<file path="src/logic/sps_defines.vh">
`ifndef SPS_DEFINES_VH
`define SPS_DEFINES_VH

// register addresses (chosen)
`define SPS_ADDR_STATUS   3'h0
`define SPS_ADDR_DATA     3'h1
`define SPS_ADDR_CTRL1    3'h2
`define SPS_ADDR_CTRL2    3'h3
`define SPS_ADDR_EXT      3'h4

// status bit positions
`define SPS_ST_TXE        7
`define SPS_ST_TXD        6
`define SPS_ST_RXF        5
`define SPS_ST_IDLE       4
`define SPS_ST_OVR        3
`define SPS_ST_NOISE      2
`define SPS_ST_FRAME      1
`define SPS_ST_PAR        0
`define SPS_STATUS_RST    8'hC0

// ctrl_one bit positions
`define SPS_C1_R8         7
`define SPS_C1_T8         6
`define SPS_C1_WLEN       4
`define SPS_C1_PCE        2
`define SPS_C1_PODD       1
`define SPS_C1_PIE        0
`define SPS_C1_RST        8'h00

// ctrl_two bit positions
`define SPS_C2_TIE        7
`define SPS_C2_TX_DONE_IRQ_EN       6
`define SPS_C2_RIE        5
`define SPS_C2_QUIET_LINE_IRQ_EN       4
`define SPS_C2_RST        8'h00

// extension register: header flag/enable, sync error
`define SPS_EX_HDR        0
`define SPS_EX_HIE        1
`define SPS_EX_SYNC       2

// link timing
`define SPS_BAUD          115200
`define SPS_CLK_HZ        50000000
`define SPS_BIT_CYC       (`SPS_CLK_HZ / `SPS_BAUD)
`define SPS_IDLE_BITS     10

`endif

</file>
<file path="src/logic/sps_core.v">
`timescale 1ns/100ps
`include "sps_defines.vh"

// Overview of operation
// even parity: data bits plus parity bit hold an even count of ones
// odd parity: data bits plus parity bit hold an odd count of ones
// with parity on, transmitted top data bit is replaced by parity
// with parity on, receive mismatch sets parity flag, may interrupt
// wait mode changes nothing; enabled interrupt wakes processor from wait
// halt freezes all registers and stops transmit and receive
// no event from this block ends halt, only wait
// all events share one request, gated by enable and global mask
// enables pair: tx-empty, done, rx-full/overrun, idle, parity, header
// bit 7 set on holding-to-shift move; cleared by status then write
// bit 6 set when data character ends; cleared by status then write
// bit 5 set on receive transfer; cleared by status then data read
// bit 4 set on idle; rearmed only after next receive-full
// bit 3 set on word ready while full; held word kept
// bit 2 set on noise; no own interrupt; status then read clears
// bit 1 set on framing fault or break; status then read clears
// framing plus overrun: only overrun flag is set
// bit 0 set on parity mismatch; cleared by status read then data access
// status resets to C0h
// word length 0: 8 data bits; 1: 9 data bits
// parity enable turns generation and checking on or off
// clear sequence only clears flags seen set at status access
// software reads received data before next character completes
module sps_core #(
    parameter BIT_CYC   = `SPS_BIT_CYC,
    parameter IDLE_BITS = `SPS_IDLE_BITS
) (
    // clock and reset
    input  wire       CLK,
    input  wire       RST_N,
    // register port
    input  wire [2:0] ADDR,
    input  wire [7:0] WDATA,
    input  wire       WR,
    input  wire       RD,
    output reg  [7:0] RDATA,
    // processor state
    input  wire       GLOBAL_MASK,
    input  wire       WAIT_MODE,
    input  wire       HALT_MODE,
    // serial line
    input  wire       RXD,
    output reg        TXD,
    // interrupt and wake
    output wire       IRQ,
    output wire       WAIT_WAKE
);

    localparam CW = 16;
    localparam [CW-1:0] BIT_N  = BIT_CYC[CW-1:0];
    localparam [CW-1:0] HALF_N = BIT_N >> 1;

    // tx states
    localparam [2:0] TX_IDLE = 3'b001;
    localparam [2:0] TX_LOAD = 3'b010;
    localparam [2:0] TX_SEND = 3'b100;
    // rx states
    localparam [2:0] RX_IDLE = 3'b001;
    localparam [2:0] RX_BITS = 3'b010;
    localparam [2:0] RX_DONE = 3'b100;

    // ----------------------------------------
    // parity
    // ----------------------------------------
    // parity over low 7 or 8 data bits
    function par_bit;
        input [8:0] d;
        input       wlen;
        input       odd;
        begin
            par_bit = (wlen ? ^d[7:0] : ^d[6:0]) ^ odd;
        end
    endfunction

    // ----------------------------------------
    // registers and bus
    // ----------------------------------------
    reg [7:0]  status_q;
    reg [7:0]  ctrl1_q;
    reg [7:0]  ctrl2_q;
    reg        hdr_flag_q;
    reg        hdr_ie_q;
    reg        sync_err_q;
    reg [8:0]  tx_hold_q;
    reg [8:0]  rx_hold_q;
    reg [7:0]  armed_q;
    reg        idle_armed_q;

    wire run         = ~HALT_MODE;
    wire wr_act      = WR & run;
    wire rd_act      = RD & run;
    wire st_acc      = (wr_act | rd_act) & (ADDR == `SPS_ADDR_STATUS);
    wire st_rd       = rd_act & (ADDR == `SPS_ADDR_STATUS);
    wire data_wr     = wr_act & (ADDR == `SPS_ADDR_DATA);
    wire data_rd     = rd_act & (ADDR == `SPS_ADDR_DATA);
    wire wlen        = ctrl1_q[`SPS_C1_WLEN];
    wire parity_enable         = ctrl1_q[`SPS_C1_PCE];
    wire podd        = ctrl1_q[`SPS_C1_PODD];

    // event strobes from the line engines
    reg        ev_txe;
    reg        ev_txd;
    reg        ev_rxdone;
    reg        ev_idle;
    reg        ev_noise;
    reg        ev_frame;
    reg        ev_par;
    reg [8:0]  rx_word;

    wire rx_ovr   = ev_rxdone & status_q[`SPS_ST_RXF];
    wire rx_xfer  = ev_rxdone & ~status_q[`SPS_ST_RXF];

    // clear masks from status-then-data sequence;
    // any data access ends the arming, so stale flags survive
    reg [7:0] clr;
    always @* begin
        clr = 8'h00;
        if (data_wr) begin
            clr[`SPS_ST_TXE] = armed_q[`SPS_ST_TXE];
            clr[`SPS_ST_TXD] = armed_q[`SPS_ST_TXD];
        end
        if (data_rd) begin
            clr[5:1] = armed_q[5:1];
        end
        if (data_wr | data_rd) begin
            clr[`SPS_ST_PAR] = armed_q[`SPS_ST_PAR];
        end
    end

    // set wins over clear in every bit
    reg [7:0] set;
    always @* begin
        set = 8'h00;
        set[`SPS_ST_TXE]   = ev_txe;
        set[`SPS_ST_TXD]   = ev_txd;
        set[`SPS_ST_RXF]   = rx_xfer;
        set[`SPS_ST_IDLE]  = ev_idle & idle_armed_q;
        set[`SPS_ST_OVR]   = rx_ovr;
        set[`SPS_ST_NOISE] = rx_xfer & ev_noise;
        set[`SPS_ST_FRAME] = rx_xfer & ev_frame;
        set[`SPS_ST_PAR]   = rx_xfer & ev_par & parity_enable;
    end

    always @(posedge CLK or negedge RST_N) begin
        if (!RST_N) begin
            status_q     <= `SPS_STATUS_RST;
            ctrl1_q      <= `SPS_C1_RST;
            ctrl2_q      <= `SPS_C2_RST;
            hdr_flag_q   <= 1'b0;
            hdr_ie_q     <= 1'b0;
            sync_err_q   <= 1'b0;
            tx_hold_q    <= 9'h000;
            rx_hold_q    <= 9'h000;
            armed_q      <= 8'h00;
            idle_armed_q <= 1'b1;
            RDATA        <= 8'h00;
        end else if (run) begin
            status_q <= (status_q & ~clr) | set;
            // only flags seen at a status access are armed for clearing
            if (st_acc)
                armed_q <= status_q;
            else if (data_wr | data_rd)
                armed_q <= 8'h00;
            if (st_rd)
                armed_q[`SPS_ST_PAR] <= status_q[`SPS_ST_PAR];
            else if (st_acc)
                armed_q[`SPS_ST_PAR] <= 1'b0;
            if (rx_xfer)
                idle_armed_q <= 1'b1;
            else if (set[`SPS_ST_IDLE])
                idle_armed_q <= 1'b0;
            if (rx_xfer) begin
                rx_hold_q <= rx_word;
                ctrl1_q[`SPS_C1_R8] <= rx_word[8];
            end
            if (data_wr)
                tx_hold_q <= {ctrl1_q[`SPS_C1_T8], WDATA};
            if (wr_act && ADDR == `SPS_ADDR_CTRL1)
                ctrl1_q <= {ctrl1_q[`SPS_C1_R8], WDATA[6:0]};
            if (wr_act && ADDR == `SPS_ADDR_CTRL2)
                ctrl2_q <= WDATA;
            if (wr_act && ADDR == `SPS_ADDR_EXT)
                hdr_ie_q <= WDATA[`SPS_EX_HIE];
            // header and sync-error detection are outside this block
            hdr_flag_q <= hdr_flag_q & ~(wr_act && ADDR == `SPS_ADDR_EXT
                          && WDATA[`SPS_EX_HDR]);
            sync_err_q <= sync_err_q;
            case (ADDR)
                `SPS_ADDR_STATUS: RDATA <= status_q;
                `SPS_ADDR_DATA:   RDATA <= rx_hold_q[7:0];
                `SPS_ADDR_CTRL1:  RDATA <= ctrl1_q;
                `SPS_ADDR_CTRL2:  RDATA <= ctrl2_q;
                `SPS_ADDR_EXT:    RDATA <= {5'h00, sync_err_q, hdr_ie_q, hdr_flag_q};
                default:          RDATA <= 8'h00;
            endcase
        end
    end

    // ----------------------------------------
    // interrupt
    // ----------------------------------------
    wire [5:0] src = {
        status_q[`SPS_ST_TXE]  & ctrl2_q[`SPS_C2_TIE],
        status_q[`SPS_ST_TXD]  & ctrl2_q[`SPS_C2_TX_DONE_IRQ_EN],
        (status_q[`SPS_ST_RXF] | status_q[`SPS_ST_OVR] | sync_err_q)
                               & ctrl2_q[`SPS_C2_RIE],
        status_q[`SPS_ST_IDLE] & ctrl2_q[`SPS_C2_QUIET_LINE_IRQ_EN],
        status_q[`SPS_ST_PAR]  & ctrl1_q[`SPS_C1_PIE],
        hdr_flag_q & hdr_ie_q};
    assign IRQ       = (|src) & ~GLOBAL_MASK;
    // halt never woken from here
    assign WAIT_WAKE = IRQ & WAIT_MODE & ~HALT_MODE;

    // ----------------------------------------
    // transmitter
    // ----------------------------------------
    reg [2:0]   tx_st_q;
    reg [CW-1:0] tx_cnt_q;
    reg [3:0]   tx_bit_q;
    reg [10:0]  tx_sh_q;
    // a word written mid-frame is flagged here until the line frees
    reg         tx_pend_q;
    wire [3:0]  nbits = wlen ? 4'hB : 4'hA;

    always @(posedge CLK or negedge RST_N) begin
        if (!RST_N) begin
            tx_st_q  <= TX_IDLE;
            tx_cnt_q <= {CW{1'b0}};
            tx_bit_q <= 4'h0;
            tx_sh_q  <= 11'h7FF;
            tx_pend_q <= 1'b0;
            TXD      <= 1'b1;
            ev_txe   <= 1'b0;
            ev_txd   <= 1'b0;
        end else if (run) begin
            ev_txe <= 1'b0;
            ev_txd <= 1'b0;
            case (tx_st_q)
                TX_IDLE: begin
                    if (data_wr || tx_pend_q)
                        tx_st_q <= TX_LOAD;
                end
                TX_LOAD: begin
                    // parity takes the top data bit's place
                    if (wlen)
                        tx_sh_q <= {1'b1, parity_enable ? par_bit(tx_hold_q, 1'b1, podd)
                                    : tx_hold_q[8], tx_hold_q[7:0], 1'b0};
                    else
                        tx_sh_q <= {2'b11, parity_enable ? par_bit(tx_hold_q, 1'b0, podd)
                                    : tx_hold_q[7], tx_hold_q[6:0], 1'b0};
                    ev_txe   <= 1'b1;
                    tx_bit_q <= 4'h0;
                    tx_cnt_q <= {CW{1'b0}};
                    tx_st_q  <= TX_SEND;
                end
                TX_SEND: begin
                    TXD <= tx_sh_q[0];
                    if (tx_cnt_q == BIT_N - 1'b1) begin
                        tx_cnt_q <= {CW{1'b0}};
                        tx_sh_q  <= {1'b1, tx_sh_q[10:1]};
                        if (tx_bit_q == nbits - 1'b1) begin
                            ev_txd  <= 1'b1;
                            tx_st_q <= TX_IDLE;
                        end else begin
                            tx_bit_q <= tx_bit_q + 4'h1;
                        end
                    end else begin
                        tx_cnt_q <= tx_cnt_q + 1'b1;
                    end
                end
                default: tx_st_q <= TX_IDLE;
            endcase
            // a fresh write wins over the load that empties the holder
            if (data_wr)
                tx_pend_q <= 1'b1;
            else if (tx_st_q == TX_LOAD)
                tx_pend_q <= 1'b0;
            if (tx_st_q == TX_IDLE)
                TXD <= 1'b1;
        end
    end

    // ----------------------------------------
    // receiver
    // ----------------------------------------
    reg [2:0]    rx_st_q;
    reg [CW-1:0] rx_cnt_q;
    reg [3:0]    rx_bit_q;
    reg [9:0]    rx_sh_q;
    reg [7:0]    idle_cnt_q;
    reg [CW-1:0] idle_sub_q;
    reg          rx_prev_q;

    always @(posedge CLK or negedge RST_N) begin
        if (!RST_N) begin
            rx_st_q    <= RX_IDLE;
            rx_cnt_q   <= {CW{1'b0}};
            rx_bit_q   <= 4'h0;
            rx_sh_q    <= 10'h000;
            idle_cnt_q <= 8'h00;
            idle_sub_q <= {CW{1'b0}};
            rx_prev_q  <= 1'b1;
            ev_rxdone  <= 1'b0;
            ev_idle    <= 1'b0;
            ev_noise   <= 1'b0;
            ev_frame   <= 1'b0;
            ev_par     <= 1'b0;
            rx_word    <= 9'h000;
        end else if (run) begin
            ev_rxdone <= 1'b0;
            ev_idle   <= 1'b0;
            rx_prev_q <= RXD;
            case (rx_st_q)
                RX_IDLE: begin
                    ev_noise <= 1'b0;
                    if (!RXD) begin
                        rx_cnt_q <= {CW{1'b0}};
                        rx_bit_q <= 4'h0;
                        rx_st_q  <= RX_BITS;
                    end
                end
                RX_BITS: begin
                    // a level change mid-bit counts as noise
                    if (rx_cnt_q == HALF_N && RXD != rx_prev_q)
                        ev_noise <= 1'b1;
                    if (rx_cnt_q == HALF_N) begin
                        rx_sh_q <= {RXD, rx_sh_q[9:1]};
                        if (rx_bit_q == 4'h0 && RXD)
                            rx_st_q <= RX_IDLE;
                        else if (rx_bit_q == nbits - 1'b1)
                            rx_st_q <= RX_DONE;
                        rx_bit_q <= rx_bit_q + 4'h1;
                    end
                    rx_cnt_q <= (rx_cnt_q == BIT_N - 1'b1) ? {CW{1'b0}}
                                : rx_cnt_q + 1'b1;
                end
                RX_DONE: begin
                    // short frame: start bit still sits in [0], data in [8:1]
                    rx_word   <= wlen ? rx_sh_q[8:0] : {1'b0, rx_sh_q[8:1]};
                    ev_frame  <= wlen ? ~rx_sh_q[9] : ~rx_sh_q[9];
                    ev_par    <= wlen ? (par_bit(rx_sh_q[8:0], 1'b1, podd) != rx_sh_q[8])
                                 : (par_bit({1'b0, rx_sh_q[8:1]}, 1'b0, podd)
                                    != rx_sh_q[8]);
                    ev_rxdone <= 1'b1;
                    rx_st_q   <= RX_IDLE;
                end
                default: rx_st_q <= RX_IDLE;
            endcase
            // ----------------------------------------
            // idle line detector
            // ----------------------------------------
            // idle line: IDLE_BITS bit times of ones, a full frame only at 8-bit word length
            if (rx_st_q != RX_IDLE || !RXD) begin
                idle_cnt_q <= 8'h00;
                idle_sub_q <= {CW{1'b0}};
            end else if (idle_cnt_q != IDLE_BITS[7:0]) begin
                if (idle_sub_q == BIT_N - 1'b1) begin
                    idle_sub_q <= {CW{1'b0}};
                    idle_cnt_q <= idle_cnt_q + 8'h01;
                    ev_idle    <= (idle_cnt_q == IDLE_BITS[7:0] - 8'h01);
                end else begin
                    idle_sub_q <= idle_sub_q + 1'b1;
                end
            end
        end
    end

endmodule // sps_core

</file>
<file path="config.mk">
export PLATFORM = sky130hd
export DESIGN_NAME = sps_core
export DESIGN_NICKNAME = d
export VERILOG_FILES = /design/src/logic/sps_core.v
export VERILOG_INCLUDE_DIRS = /design/src /design/src/logic
export SDC_FILE = /design/constraint.sdc
export NUM_CORES = 1
export LEC_CHECK = 0
export ABC_AREA = 1
export BUFFER_PORTS_ARGS = -buffer_cell sky130_fd_sc_hd__buf_2
export CAP_MARGIN = 20
export CORE_ASPECT_RATIO = 1.5
export CORE_MARGIN = 10
export CORE_UTILIZATION = 55
export DETAILED_ROUTE_END_ITERATION = 8
export PLACE_DENSITY_LB_ADDON = 0.08
export SLEW_MARGIN = 25
export SYNTH_ARGS = -nofsm -noshare
export SYNTH_HDL_FRONTEND = slang
export SYNTH_SLANG_ARGS = --single-unit
</file>
<file path="constraint.sdc">
create_clock -name CLK -period 2.8 [get_ports CLK]
set_input_delay 0.42 -clock CLK [delete_from_list [all_inputs] [get_ports CLK]]
set_output_delay 0.42 -clock CLK [all_outputs]
set_load 0.005 [all_outputs]
</file>
==> metrics.md <==
| Metric | Value |
|---|---|
| Routed WL | `about 21000 µm` |
| CTS Sinks | `between 150 and 200` |
| Relative slew slack | `58.9%` |
| Worst Max-Slew Pin Slew | `0.615 ns` |
| Clock Path Buffers | `2` |
| Post-Place Cells | `roughly 1.4k` |
| Worst Path Arrival | `about 2.5 ns` |
| Post-Syn Instances | `roughly 1.1k` |
| Post-CTS Resized | `0` |
| # rows | `57` |
| Area of the multi-input gates | `a little under 4000 µm²` |
| Crit end category | `flop` |
| Clock slew seen by the registers of the worst setup and hold paths | `around 0.070 ns` |
| Post-synthesis register bit count | `approximately 170` |
| Setup Fix Bufs, Post-CTS | `0` |
| VDD IR max | `0.374 mV` |
| Hold Path Class | `in -> reg` |
| Fraction of layout cells with a size suffix above 1 | `roughly a tenth` |
| Die height | `around 180 µm` |
| PortBufs | `29` |
| Clk_skew | `between 0.006 and 0.007 ns` |
| Largest net degree at the start of global routing | `62` |
| Die area | `roughly 22000 µm²` |
| Sw frac | `33.0%` |
| H-tree levels | `4` |
| Area grow syn2layout | `11.3%` |
| DR vias/cell | `between 5 and 6` |
| Cell mode on critical path | `inv_1` |
| Hold Vio Cnt, Final | `0` |
| RSZ-0062 raised after global routing | `false` |
| Max Cap Viol | `0` |
| Core Area | `16000 µm²` |
| CTS Buf Count | `17` |
| Top cells by area, synth | `dfrtp_1 43%, nand2_1 13%, o21ai_0 6.6%` |
| Final Util | `61.9%` |
| Hold buffers post-CTS | `1` |
| Grt ovf | `0` |
| Placer Congestion | `~0.95` |
| Tot GR Track Use | `20.2%` |
| Clock latency on the worst-skew pair | `approximately 0.43 ns` |
| PwrDens | `approximately 760 nW/µm²` |
| Pint | `0.00503 W` |
| P_leak | `~4.6 nW` |
| DR iter-0 viols | `around 480` |
| Routed length per instance | `15.0 µm` |
| Worst hold slack | `approximately 0.27 ns` |
| Outcome | `completed` |
| Vias | `between 7k and 8k` |
| Final period utilization | `77.3%` |
| Clock power share | `approximately a third` |
| Sequential cell area | `between 4000 and 5000 µm²` |
| Post-route ant nets | `0` |
| Drt pass-1 iters | `7` |
| Overall power | `between 0.007 and 0.008 W` |
| Vias in the first global route | `between 7k and 8k` |
| Final setup viols | `0` |
| Yosys warnings | `0` |
| Global-route wire length before repair | `~36000 µm` |
| Sequential power share | `~45%` |
| Diodes inserted | `0` |
| Final min period | `approximately 2.2 ns` |
| IO Count | `30` |
| Initial core utilization | `between 50 and 60%` |
| Seq/Total Area, Yosys | `47.6%` |
| Yosys cell types | `between 40 and 50` |
| Syn Std Cell Area | `between 8000 and 9000 µm²` |
| Fin nets | `1205` |
| Setup TNS | `0 ns` |
| CP startpoint kind | `flop` |
| CP max stage cell | `nand3_1` |
| Post-synth top area share | `between 40 and 50%` |
| Mean post-synth cell area | `7.82 µm²` |
| Finished Layout Cells | `1393` |
| Critical path peak fanout | `20` |
| Pins Over Slew Limit | `0` |
| Crit-path cells | `inv_1, ha_1, inv_1, nor2_1, nand2_1, nor3_1, nand2_1, inv_1, nand3_1, o21ai_0` |
| Net Switching | `~0.0025 W` |
| DP Wirelength | `roughly 15000 µm` |
| Initial antenna violation count | `0` |
| Post-route DRC | `0` |
| Synth area leader | `dfrtp_1` |
| Layout fillers | `1494` |
| Data required, critical path | `3.13 ns` |
| Die W | `124 µm` |
| CTS Root Cell | `clkbuf_16` |
| Syn nets | `between 1k and 1.5k` |
| Setup Crit Path Kind | `reg -> reg` |
| Logic pwr share | `between 20% and 30%` |
| CP peak stage delay | `roughly 0.44 ns` |
| CTS tree | `built` |
| Fmax | `~460 MHz` |
## cell type report
cell class,instances,share of cell area [%]
Tap cell,206,2.59
Timing Repair Buffer,43,2.73
Inverter,162,6.12
Clock buffer,19,4.56
Sequential cell,169,42.8
Multi-Input combinational cell,781,39.5
Clock inverter,13,1.70
## state kept, by name (all words and copies together) (netlist names), 3 cells and up
register,cells
tx_st_q,3
tx_sh_q,10
status_q,8
ctrl2_q,8
ctrl1_q,8
RDATA,8
tx_cnt_q,16
tx_bit_q,4
rx_bit_q,4
rx_sh_q,10
tx_hold_q,9
armed_q,8
idle_cnt_q,8
rx_hold_q,8
rx_st_q,3
rx_cnt_q,16
idle_sub_q,16
rx_word,9
## final timing paths
| kind | start | endpoint | slack, ns | cells past startpoint |
|---|---|---|---|---|
| min in group asynchronous | RST_N | ctrl1_q[0] | 0.51 | 2 |
| worst min-delay path | WDATA[7] | ctrl2_q[7] | 0.27 | 3 |
| max in group asynchronous | RST_N | status_q[6] | 1.43 | 3 |
| worst max register to register | rx_cnt_q[1] | rx_sh_q[5] | 0.64 | 10 |
| worst max-delay path | rx_cnt_q[1] | rx_sh_q[5] | 0.64 | 10 |
| worst min register to register | tx_sh_q[0] | tx_sh_q[0] | 0.47 | 2 |
## power by group through the flow
stage	combinational, W	sequential, W	clock, W
after floorplan	0.00123	0.00330	0
after global placement	0.00161	0.00341	0
after detailed placement	0.00165	0.00342	0
after CTS	0.00166	0.00338	0.00251
after global routing	0.00191	0.00345	0.00263
final	0.00164	0.00339	0.00248
## logic make-up after synthesis
logic type | count (synthesis) | share of synthesized area [%]
AO/OA/AOI/OAI | 198 | 12.5
XOR/XNOR | 31 | 3.04
adder cells (fa/ha/maj) | 12 | 1.68
buffers and inverters | 192 | 8.47
flip-flops | 169 | 47.6
AND/OR/NAND/NOR | 540 | 26.7
## cells in the final DEF, fill, tap and decap left out, types with 19 or more instances in the layout
cell type / synthesis / final
a21oi_1: 19 / 19
buf_2: 16 / 28
dfrtp_1: 152 / 152
inv_1: 152 / 152
nand2_1: 301 / 301
nand3_1: 69 / 69
nand4_1: 20 / 20
nor2_1: 87 / 87
nor3_1: 30 / 30
o21ai_0: 118 / 118
xor2_1: 25 / 25
## critical path, delay by kind of cell, from the launching register on
| family | cells | cell delay, ns |
|---|---|---|
| simple gates | 5 | 0.93 |
| fa+ha+maj | 1 | 0.16 |
| buf+inv | 3 | 0.21 |
| compound gates | 1 | 0.36 |
| flops | 1 | 0.39 |
## metrics by stage
stage	setup slack (ns)	area, µm²
after global placement	0.711	9300
after detailed placement	0.674	9300
after floorplan	1.18	8920
after CTS	0.592	9930
final	0.636	9930
after global routing	0.345	9930
## Yosys cell counts, drive strengths merged
library cell and count:
nand3b 2, o21bai 1, nand3 71, a21boi 2, xor2 25, dfrtp 152, clkbuf 11, ha 12
nor3b 4, a211oi 1, a31oi 3, nor4 3, nand4 20, o21ai 124, dfstp 17, buf 19
xnor2 6, or2 2, a22oi 4, o31ai 7, nand2 310, a221oi 2, o21a 2, nor3 33
o2111ai 2, o22ai 16, o211ai 13, inv 160, clkinv 2, nor2 95, a22o 1, a21oi 20
## metal layers
layer | GRT usage (%) | share of wire, % | wire (µm) | vias to the layer above
met2 | 36.1 | 54 | 11300 | 112
met1 | 23.7 | 41 | 8600 | 3671
met5 | 0 | 0 | 0 | -
met3 | 3.58 | 3.2 | 665 | 36
met4 | 6.59 | 1.8 | 371 | 0
li1 | - | - | - | 3772
(Power assumes the default switching activity.)
